**src/design/ext_irq_map.vh**
```
// Behaviour
// - select bit places vector table: flash or boot.
// - block interrupts from unlock until after next instruction.
// - blocking leaves global interrupt enable untouched.
// - unlock clears after four cycles or select write.
// - boot lock bits block interrupts per running section.
// - pin activity triggers even when pin is output.
// - sense codes: low, reserved, falling, rising.
// - level mode requests continuously while pin low.
// - lower pins detected without the I/O clock.
// - upper pin edges need running I/O clock.
// - power-down level wake sampled twice on watchdog clock.
// - level gone before start-up end: wake, no request.
// - request needs global enable and mask bit.
// - sense fields: pin3 7:6 down to pin0 1:0.
// - legacy mode hides sense register; reset low-level.
// - I/O regs mirrored at plus 0x20; extended via data only.
// - edge sets pending; cleared on entry or write-one.
// - boot vector address equals table address plus boot start.
`ifndef EXT_IRQ_MAP_VH
`define EXT_IRQ_MAP_VH
`define CORE_CONTROL_IO 8'h35
`define IO_TO_DATA_OFFSET 8'h20
`define IO_SPACE_TOP 8'h3f
`define EXT_IO_BASE 8'h60
`define EXT_IRQ_SENSE_LOW_DATA 8'h6a
`define CORE_CONTROL_RESET 8'h00
`define EXT_IRQ_SENSE_LOW_RESET 8'h00
`define UNLOCK_BIT 0
`define SELECT_BIT 1
`define UNLOCK_CYCLES 3'd4
`define SENSE_LOW_LEVEL 2'b00
`define SENSE_RESERVED 2'b01
`define SENSE_FALLING 2'b10
`define SENSE_RISING 2'b11
`define SENSE_FIELD_WIDTH 2
`define LOWER_PIN_COUNT 4
`define WAKE_SAMPLES 2'd2
`endif

```
**src/design/ext_irq_and_vector_select.v**
```verilog
`timescale 1ns/1ps
`include "ext_irq_map.vh"
module ext_irq_and_vector_select #(
    parameter PIN_COUNT = 4,
    parameter ADDR_WIDTH = 16
) (
    input wire clock,
    input wire rst_b,
    input wire clk_en,
    input wire [7:0] reg_addr,
    input wire reg_data_space,
    input wire reg_wr,
    input wire reg_rd,
    input wire [7:0] reg_wdata,
    output reg [7:0] reg_rdata,
    input wire legacy_mode,
    input wire instr_done,
    input wire global_irq_enable,
    input wire [PIN_COUNT-1:0] ext_irq_mask_reg,
    input wire [PIN_COUNT-1:0] flag_clear_wr,
    input wire [PIN_COUNT-1:0] irq_entered,
    input wire [7:0] ext_irq_sense_high,
    input wire [PIN_COUNT-1:0] ext_irq_pins_all,
    input wire io_clk_running,
    input wire power_down,
    input wire wdt_tick,
    input wire startup_done,
    input wire app_section_lock,
    input wire boot_section_lock,
    input wire running_in_boot,
    input wire [ADDR_WIDTH-1:0] boot_start_addr,
    input wire [ADDR_WIDTH-1:0] vector_offset,
    output reg [ADDR_WIDTH-1:0] vector_addr,
    output wire vector_table_select,
    output reg [PIN_COUNT-1:0] ext_irq_pending_flag,
    output wire [PIN_COUNT-1:0] irq_request,
    output wire irq_blocked,
    output reg wake_request
);
    reg [7:0] ext_irq_sense_low;
    reg [5:0] core_control_spare;
    reg [1:0] wake_count;
    reg level_wake_armed;
    wire vector_change_unlock;
    wire change_block;
    wire [PIN_COUNT-1:0] level_low;
    wire [PIN_COUNT-1:0] edge_hit;
    wire hit_ctl;
    wire hit_sense;
    wire any_level;
    wire lock_block;

    // I/O addresses mirror into data space at plus 0x20
    function is_io_reg;
        input [7:0] addr;
        input data_space;
        input [7:0] io_offset;
        begin
            if (data_space) begin
                is_io_reg = (addr == io_offset + `IO_TO_DATA_OFFSET);
            end else begin
                is_io_reg = (addr == io_offset) && (addr <= `IO_SPACE_TOP);
            end
        end
    endfunction

    function [1:0] sense_of;
        input integer pin;
        input [7:0] low_reg;
        input [7:0] high_reg;
        begin
            if (pin < `LOWER_PIN_COUNT) begin
                sense_of = low_reg[pin*2 +: 2];
            end else begin
                sense_of = high_reg[(pin-`LOWER_PIN_COUNT)*2 +: 2];
            end
        end
    endfunction

    assign hit_ctl = is_io_reg(reg_addr, reg_data_space, `CORE_CONTROL_IO);
    // extended area only by data-space access; hidden in legacy mode
    assign hit_sense = reg_data_space && !legacy_mode &&
        (reg_addr == `EXT_IRQ_SENSE_LOW_DATA);

    vector_change_ctl u_vector_change_ctl (
        .clock(clock),
        .rst_b(rst_b),
        .clk_en(clk_en),
        .ctl_wr(reg_wr && hit_ctl),
        .ctl_wdata(reg_wdata),
        .instr_done(instr_done),
        .vector_table_select(vector_table_select),
        .vector_change_unlock(vector_change_unlock),
        .change_block(change_block)
    );

    always @(posedge clock or negedge rst_b) begin
        if (!rst_b) begin
            ext_irq_sense_low <= `EXT_IRQ_SENSE_LOW_RESET;
            core_control_spare <= 6'h00;
            reg_rdata <= 8'h00;
            vector_addr <= {ADDR_WIDTH{1'b0}};
        end else if (clk_en) begin
            if (reg_wr && hit_sense) begin
                ext_irq_sense_low <= reg_wdata;
            end
            if (reg_wr && hit_ctl) begin
                core_control_spare <= reg_wdata[7:2];
            end
            if (reg_rd) begin
                if (hit_ctl) begin
                    reg_rdata <= {core_control_spare, vector_table_select,
                        vector_change_unlock};
                end else if (hit_sense) begin
                    reg_rdata <= ext_irq_sense_low;
                end else begin
                    reg_rdata <= 8'h00;
                end
            end
            // table base is flash start or boot start
            if (vector_table_select) begin
                vector_addr <= boot_start_addr + vector_offset;
            end else begin
                vector_addr <= vector_offset;
            end
        end
    end

    genvar i;
    generate
        for (i = 0; i < PIN_COUNT; i = i + 1) begin : g_pin
            wire sample_en;
            wire [1:0] sense;
            assign sense = sense_of(i, ext_irq_sense_low, ext_irq_sense_high);
            // lower pins need no I/O clock; upper edges do
            assign sample_en = (i < `LOWER_PIN_COUNT) ? 1'b1 : io_clk_running;
            pin_sense u_pin_sense (
                .clock(clock),
                .rst_b(rst_b),
                .clk_en(clk_en),
                .sample_en(sample_en),
                .pin_raw(ext_irq_pins_all[i]),
                .sense(sense),
                .level_low(level_low[i]),
                .edge_hit(edge_hit[i])
            );
            always @(posedge clock or negedge rst_b) begin
                if (!rst_b) begin
                    ext_irq_pending_flag[i] <= 1'b0;
                end else if (clk_en) begin
                    if (sense == `SENSE_LOW_LEVEL) begin
                        ext_irq_pending_flag[i] <= 1'b0;
                    end else if (edge_hit[i]) begin
                        ext_irq_pending_flag[i] <= 1'b1;
                    end else if (flag_clear_wr[i] || irq_entered[i]) begin
                        ext_irq_pending_flag[i] <= 1'b0;
                    end
                end
            end
            // level requests while low, gated by enable and mask
            assign irq_request[i] = !irq_blocked && global_irq_enable &&
                ext_irq_mask_reg[i] && (level_low[i] || ext_irq_pending_flag[i]);
        end
    endgenerate

    // lock bits block the section that does not own the vectors
    assign lock_block = (vector_table_select && app_section_lock && !running_in_boot) ||
        (!vector_table_select && boot_section_lock && running_in_boot);
    // blocking never touches the global enable input
    assign irq_blocked = change_block || lock_block;

    assign any_level = |(level_low & ext_irq_mask_reg);

    // two watchdog samples of the level wake from power-down
    always @(posedge clock or negedge rst_b) begin
        if (!rst_b) begin
            wake_count <= 2'd0;
            level_wake_armed <= 1'b0;
            wake_request <= 1'b0;
        end else if (clk_en) begin
            if (!power_down) begin
                wake_count <= 2'd0;
                level_wake_armed <= 1'b0;
                wake_request <= 1'b0;
            end else begin
                if (wdt_tick) begin
                    if (!any_level) begin
                        wake_count <= 2'd0;
                    end else if (wake_count != `WAKE_SAMPLES) begin
                        wake_count <= wake_count + 2'd1;
                    end
                end
                if (wake_count == `WAKE_SAMPLES) begin
                    level_wake_armed <= 1'b1;
                end
                // held until start-up end also wakes
                if (level_wake_armed || (|(edge_hit & ext_irq_mask_reg)) ||
                    (startup_done && any_level)) begin
                    wake_request <= 1'b1;
                end
            end
        end
    end
endmodule

```
**src/design/pin_sense.v**
```verilog
`timescale 1ns/1ps
`include "ext_irq_map.vh"
module pin_sense (
    input wire clock,
    input wire rst_b,
    input wire clk_en,
    input wire sample_en,
    input wire pin_raw,
    input wire [1:0] sense,
    output wire level_low,
    output wire edge_hit
);
    reg sync_a;
    reg sync_b;
    reg prev;
    // two-stage synchronizer into the core clock domain
    always @(posedge clock or negedge rst_b) begin
        if (!rst_b) begin
            sync_a <= 1'b1;
            sync_b <= 1'b1;
            prev <= 1'b1;
        end else if (clk_en) begin
            sync_a <= pin_raw;
            sync_b <= sync_a;
            if (sample_en) begin
                prev <= sync_b;
            end
        end
    end
    // pin sampled regardless of its port direction
    assign level_low = (sense == `SENSE_LOW_LEVEL) && !sync_b;
    // reserved code selects nothing
    assign edge_hit = sample_en && (
        ((sense == `SENSE_FALLING) && prev && !sync_b) ||
        ((sense == `SENSE_RISING) && !prev && sync_b));
endmodule

```
**src/design/vector_change_ctl.v**
```verilog
`timescale 1ns/1ps
`include "ext_irq_map.vh"
module vector_change_ctl (
    input wire clock,
    input wire rst_b,
    input wire clk_en,
    input wire ctl_wr,
    input wire [7:0] ctl_wdata,
    input wire instr_done,
    output reg vector_table_select,
    output reg vector_change_unlock,
    output wire change_block
);
    reg [2:0] unlock_left;
    reg after_write;
    always @(posedge clock or negedge rst_b) begin
        if (!rst_b) begin
            vector_table_select <= 1'b0;
            vector_change_unlock <= 1'b0;
            unlock_left <= 3'd0;
            after_write <= 1'b0;
        end else if (clk_en) begin
            if (ctl_wr && ctl_wdata[`UNLOCK_BIT]) begin
                vector_change_unlock <= 1'b1;
                unlock_left <= `UNLOCK_CYCLES - 3'd1;
            end else if (ctl_wr && vector_change_unlock) begin
                // select write inside the window
                vector_table_select <= ctl_wdata[`SELECT_BIT];
                vector_change_unlock <= 1'b0;
                unlock_left <= 3'd0;
                after_write <= 1'b1;
            end else if (vector_change_unlock) begin
                if (unlock_left == 3'd0) begin
                    vector_change_unlock <= 1'b0;
                end else begin
                    unlock_left <= unlock_left - 3'd1;
                end
            end
            // hold the block through the next instruction
            if (after_write && instr_done && !ctl_wr) begin
                after_write <= 1'b0;
            end
        end
    end
    // set unlock blocks in the cycle of its write
    assign change_block = vector_change_unlock || after_write ||
        (ctl_wr && ctl_wdata[`UNLOCK_BIT]);
endmodule

```
**config.mk**
```make
export PLATFORM = sky130hd
export DESIGN_NAME = ext_irq_and_vector_select
export DESIGN_NICKNAME = d
export VERILOG_FILES = /design/src/design/ext_irq_and_vector_select.v /design/src/design/pin_sense.v /design/src/design/vector_change_ctl.v
export VERILOG_INCLUDE_DIRS = /design/src /design/src/design
export SDC_FILE = /design/constraint.sdc
export NUM_CORES = 1
export LEC_CHECK = 0
export BUFFER_PORTS_ARGS = -buffer_cell sky130_fd_sc_hd__buf_4
export CAP_MARGIN = 25
export CORE_MARGIN = 3
export CORE_UTILIZATION = 52
export DETAILED_ROUTE_END_ITERATION = 6
export HOLD_SLACK_MARGIN = 0.02
export PLACE_DENSITY = 0.8
export SLEW_MARGIN = 20
export SYNTH_ARGS = -nofsm -noshare
export SYNTH_HDL_FRONTEND = slang
export SYNTH_SLANG_ARGS = --single-unit
```
**constraint.sdc**
```tcl
create_clock -name clock -period 2.2 [get_ports clock]
set_input_delay 0.44 -clock clock [delete_from_list [all_inputs] [get_ports clock]]
set_output_delay 0.44 -clock clock [all_outputs]
set_load 0.1 [all_outputs]
```
==> key figures <==
GRT
  – Global Route Usage Sum: around a quarter
  – Gr ovfl total: 0
  – Vias in the first global route: 3736
  – Initial antenna violation count: 0
  – First-pass GRT wire length: 17.5 mm
  – Largest net degree at the start of global routing: 44

Die
  – Core ar.: approximately 7000 sq um
  – Die width: ~92 um
  – Row cnt: 30
  – Die area: about 8500 sq um
  – Initial Utilization: around 55%
  – Chip height: between 90 and 100 um
  – IO Count: 123

Routing
  – # DRC: 0
  – Initial DRC count: 159
  – First-pass iteration count of the detailed router: 4
  – Final WL: between 10 and 15 mm
  – Mean routed wirelength per cell: approximately 17 um
  – Final ANT Viol Nets: 0
  – Drt via density: roughly 5.7
  – Via count: approximately 3700

Outcome
  – Status: finished with violations
  – Failing checks: negative setup slack

Worst setup path
  – RR Startpoint: g_pin[3].u_pin_sense.sync_b
  – CP max stage cell: or4bb_4
  – Critical Path RT: around 1800 ps
  – Worst Path Max Fanout: 4
  – Setup crit start kind: input port
  – Max incr delay on CP: ~540 ps
  – Worst EP arrival: approximately 2000 ps
  – Crit-path cells: buf_6 > or4bb_4 > a2111oi_4 > a31oi_4 > nand3_4 > nor2_4 > buf_12
  – Crit path launch: reg_addr[3]
  – Worst Setup Path Type: input port to primary output
  – Crit end category: primary output

STA
  – Endpoints failing setup: 5
  – Clk_skew: 12.9 ps
  – Slew @ Worst Pin: 527 ps
  – Period utilization: 109%
  – RSZ-0062 raised after global routing: yes
  – Worst Slack Setup Final: -191 ps
  – Final Max Tran Viols: 0
  – Rel. slew slack: between 60% and 70%
  – Max frequency: roughly 420 MHz
  – Crit path time final: 2390 ps
  – Final hold vios: 0

Synthesis
  – EDFF count, synth: 0
  – Sequential share of the synthesized area: 41.7%
  – Main synth FF type: dfrtp_1
  – Mapped Avg Cell Area: 9.74 sq um
  – Cell count after synthesis: 398
  – Synth cell types: 63
  – Post-synth top area cell: dfrtp_1
  – Flops & latches, synth: 64
  – Post-synth top area share: between 30% and 40%
  – Async S/R FF share, synth: 100%
  – Ys Warns: 0
  – Post-Syn Area: 3880 sq um
  – Most area-consuming cells after synthesis: dfrtp_1 (34%), dfstp_2 (8.1%), mux2_2 (8.1%), ha_1 (5.8%), o21ai_0 (3.7%)
  – Syn_nets: between 500 and 600

Pwr
  – PD cells: around 640 nW/um^2
  – Leak pwr: between 2 and 2.5 nW
  – Worst VDD drop: between 0.0005 and 0.0006 V

CTS
  – Worst-path clk slew: 80 ps
  – Clock root cell: clkbuf_8
  – Clock Sinks: between 60 and 70
  – CTS tree: yes
  – Hold_buf cts: 0
  – Clock latency on the worst-skew pair: approximately 350 ps
  – Worst-case clock buffer depth: 2
  – Total CTS buffers: 9
  – Htree depth: 3

Placement
  – # port buffers: 113
  – Final GP Congestion: 0.838
  – Placed Cells: roughly 630
  – Hpwl dp: between 8 and 9 mm
  – Place WS: -340 ps

Final layout
  – Final #Nets: 652
  – Non-Filler Instances: 646
  – Antenna diode count: 0
  – Area Overhead vs Synth: 40.3%
  – Share of cells above drive strength 1: between 40% and 50%
  – Fin util: 77.5%

Min path
  – HP Class: input port to asynchronous set/reset pin

Flow run
  – Max-cap violations: 0
-- Yosys cell counts (5+ instances only) --
| master | count |
|---|---|
| a211oi_1 | 5 |
| a21oi_1 | 26 |
| a22o_1 | 5 |
| a22oi_1 | 9 |
| a31oi_1 | 8 |
| clkbuf_1 | 11 |
| dfrtp_1 | 52 |
| dfstp_2 | 12 |
| ha_1 | 18 |
| inv_1 | 16 |
| mux2_2 | 28 |
| mux2i_1 | 7 |
| nand2_1 | 30 |
| nand3_1 | 7 |
| nand3b_1 | 6 |
| nor2_1 | 33 |
| nor2b_1 | 8 |
| nor3_1 | 9 |
| o21ai_0 | 29 |
| xnor2_1 | 6 |
-- routing by layer --
layer / vias up / wire length (um) / part of all wire (%) / GRT usage (%)
met1: 1768 / 4510 / 42 / 32.0
met4: 0 / 202 / 1.9 / 9.90
met5: - / 0 / 0 / 0
met3: 21 / 614 / 5.7 / 3.82
met2: 126 / 5470 / 51 / 44.5
li1: 1771 / - / - / -
-- cell usage in the layout, fill, tap and decap left out, types with 5 or more instances in the layout --
| cell type | n |
|---|---|
| dfrtp_1 | 51 |
| xnor2_1 | 6 |
| clkbuf_8 | 9 |
| dfstp_2 | 12 |
| nor2b_1 | 7 |
| nand3b_1 | 6 |
| inv_1 | 15 |
| buf_12 | 5 |
| mux2i_1 | 7 |
| a22oi_1 | 9 |
| a21oi_1 | 26 |
| buf_4 | 144 |
| a22o_1 | 5 |
| nand3_1 | 6 |
| nor2_1 | 29 |
| mux2_2 | 28 |
| nor3_1 | 9 |
| nand2_1 | 28 |
| ha_1 | 18 |
| a211oi_1 | 5 |
| o21ai_0 | 28 |
| a31oi_1 | 8 |
-- repair_timing --
action                     CTS  global route
setup endpoints to repair    6            16
gates cloned                 0             0
pin swaps                    7             3
buffers inserted             1             2
resized for setup           21             4
-- report_power, final --
part	switching (W)	leakage [nW]	total [W]	internal, W
Combinational	0.000604	1.58	0.000994	0.000390
Sequential	0.0000626	0.806	0.00135	0.00128
Clock	0.000516	0.112	0.00117	0.000651
Total	0.00118	2.50	0.00351	0.00233
-- through the flow --
step	instance area, sq um	power [W]	setup TNS [ps]	hold WS, ps
floorplan	3940	0.00198	-775	144
global placement	5110	0.00230	-4490	452
detailed placement	5110	0.00232	-5690	455
CTS	5430	0.00351	-882	89.0
global route	5440	0.00366	-1190	102
finish	5440	0.00351	-918	74.8
-- final cells by class --
class / instances / area (sq um)
clock buffer: 9 / 124
clock inverter: 7 / 105
fill: 471 / 1580
inverter: 16 / 60.1
multi-input combinational: 303 / 2210
sequential: 64 / 1620
tap: 96 / 120
timing repair buffer: 151 / 1200
-- worst max-delay path, delay by kind of cell --
family | cells | cell delay [ps]
AO/OA/AOI/OAI | 2 | 430
AND/OR/NAND/NOR | 3 | 800
buffers and inverters | 2 | 260
-- path summary, 6_finish.rpt --
kind / to / slack (ps) / cells after the start
setup reg to reg: wake_request / 210 / 5
hold / removal: ext_irq_pending_flag[1] / 70 / 1
min in group clock: g_pin[3].u_pin_sense.sync_a / 320 / 2
max in group asynchronous: vector_addr[0] / 1540 / 2
hold reg to reg: reg_rdata[0] / 490 / 2
setup / recovery: irq_request[0] / -190 / 7
-- sequential cells by signal, indices dropped and copies added (netlist names) --
register and flops:
reg_rdata 8, g_pin.u_pin_sense.sync_b 4, core_control_spare 6, ext_irq_pending_flag 4, level_wake_armed 1, vector_addr 16, wake_count 2, u_vector_change_ctl.unlock_left 3
u_vector_change_ctl.vector_change_unlock 1, u_vector_change_ctl.vector_table_select 1, g_pin.u_pin_sense.prev 4, g_pin.u_pin_sense.sync_a 4, wake_request 1, u_vector_change_ctl.after_write 1, ext_irq_sense_low 8
-- cells by family (layout without fill, tap and decap cells) --
| logic type | Yosys count | count (layout) | share of synthesized area [%] |
|---|---|---|---|
| xor+xnor | 6 | 6 | 1.36 |
| buf+inv | 31 | 183 | 3.26 |
| simple gates | 123 | 123 | 16.6 |
| compound gates | 119 | 119 | 20.6 |
| flops | 64 | 64 | 41.7 |
| fa+ha+maj | 19 | 19 | 6.32 |
| mux | 36 | 36 | 10.2 |
No activity file was read; power rests on OpenSTA's default activity.
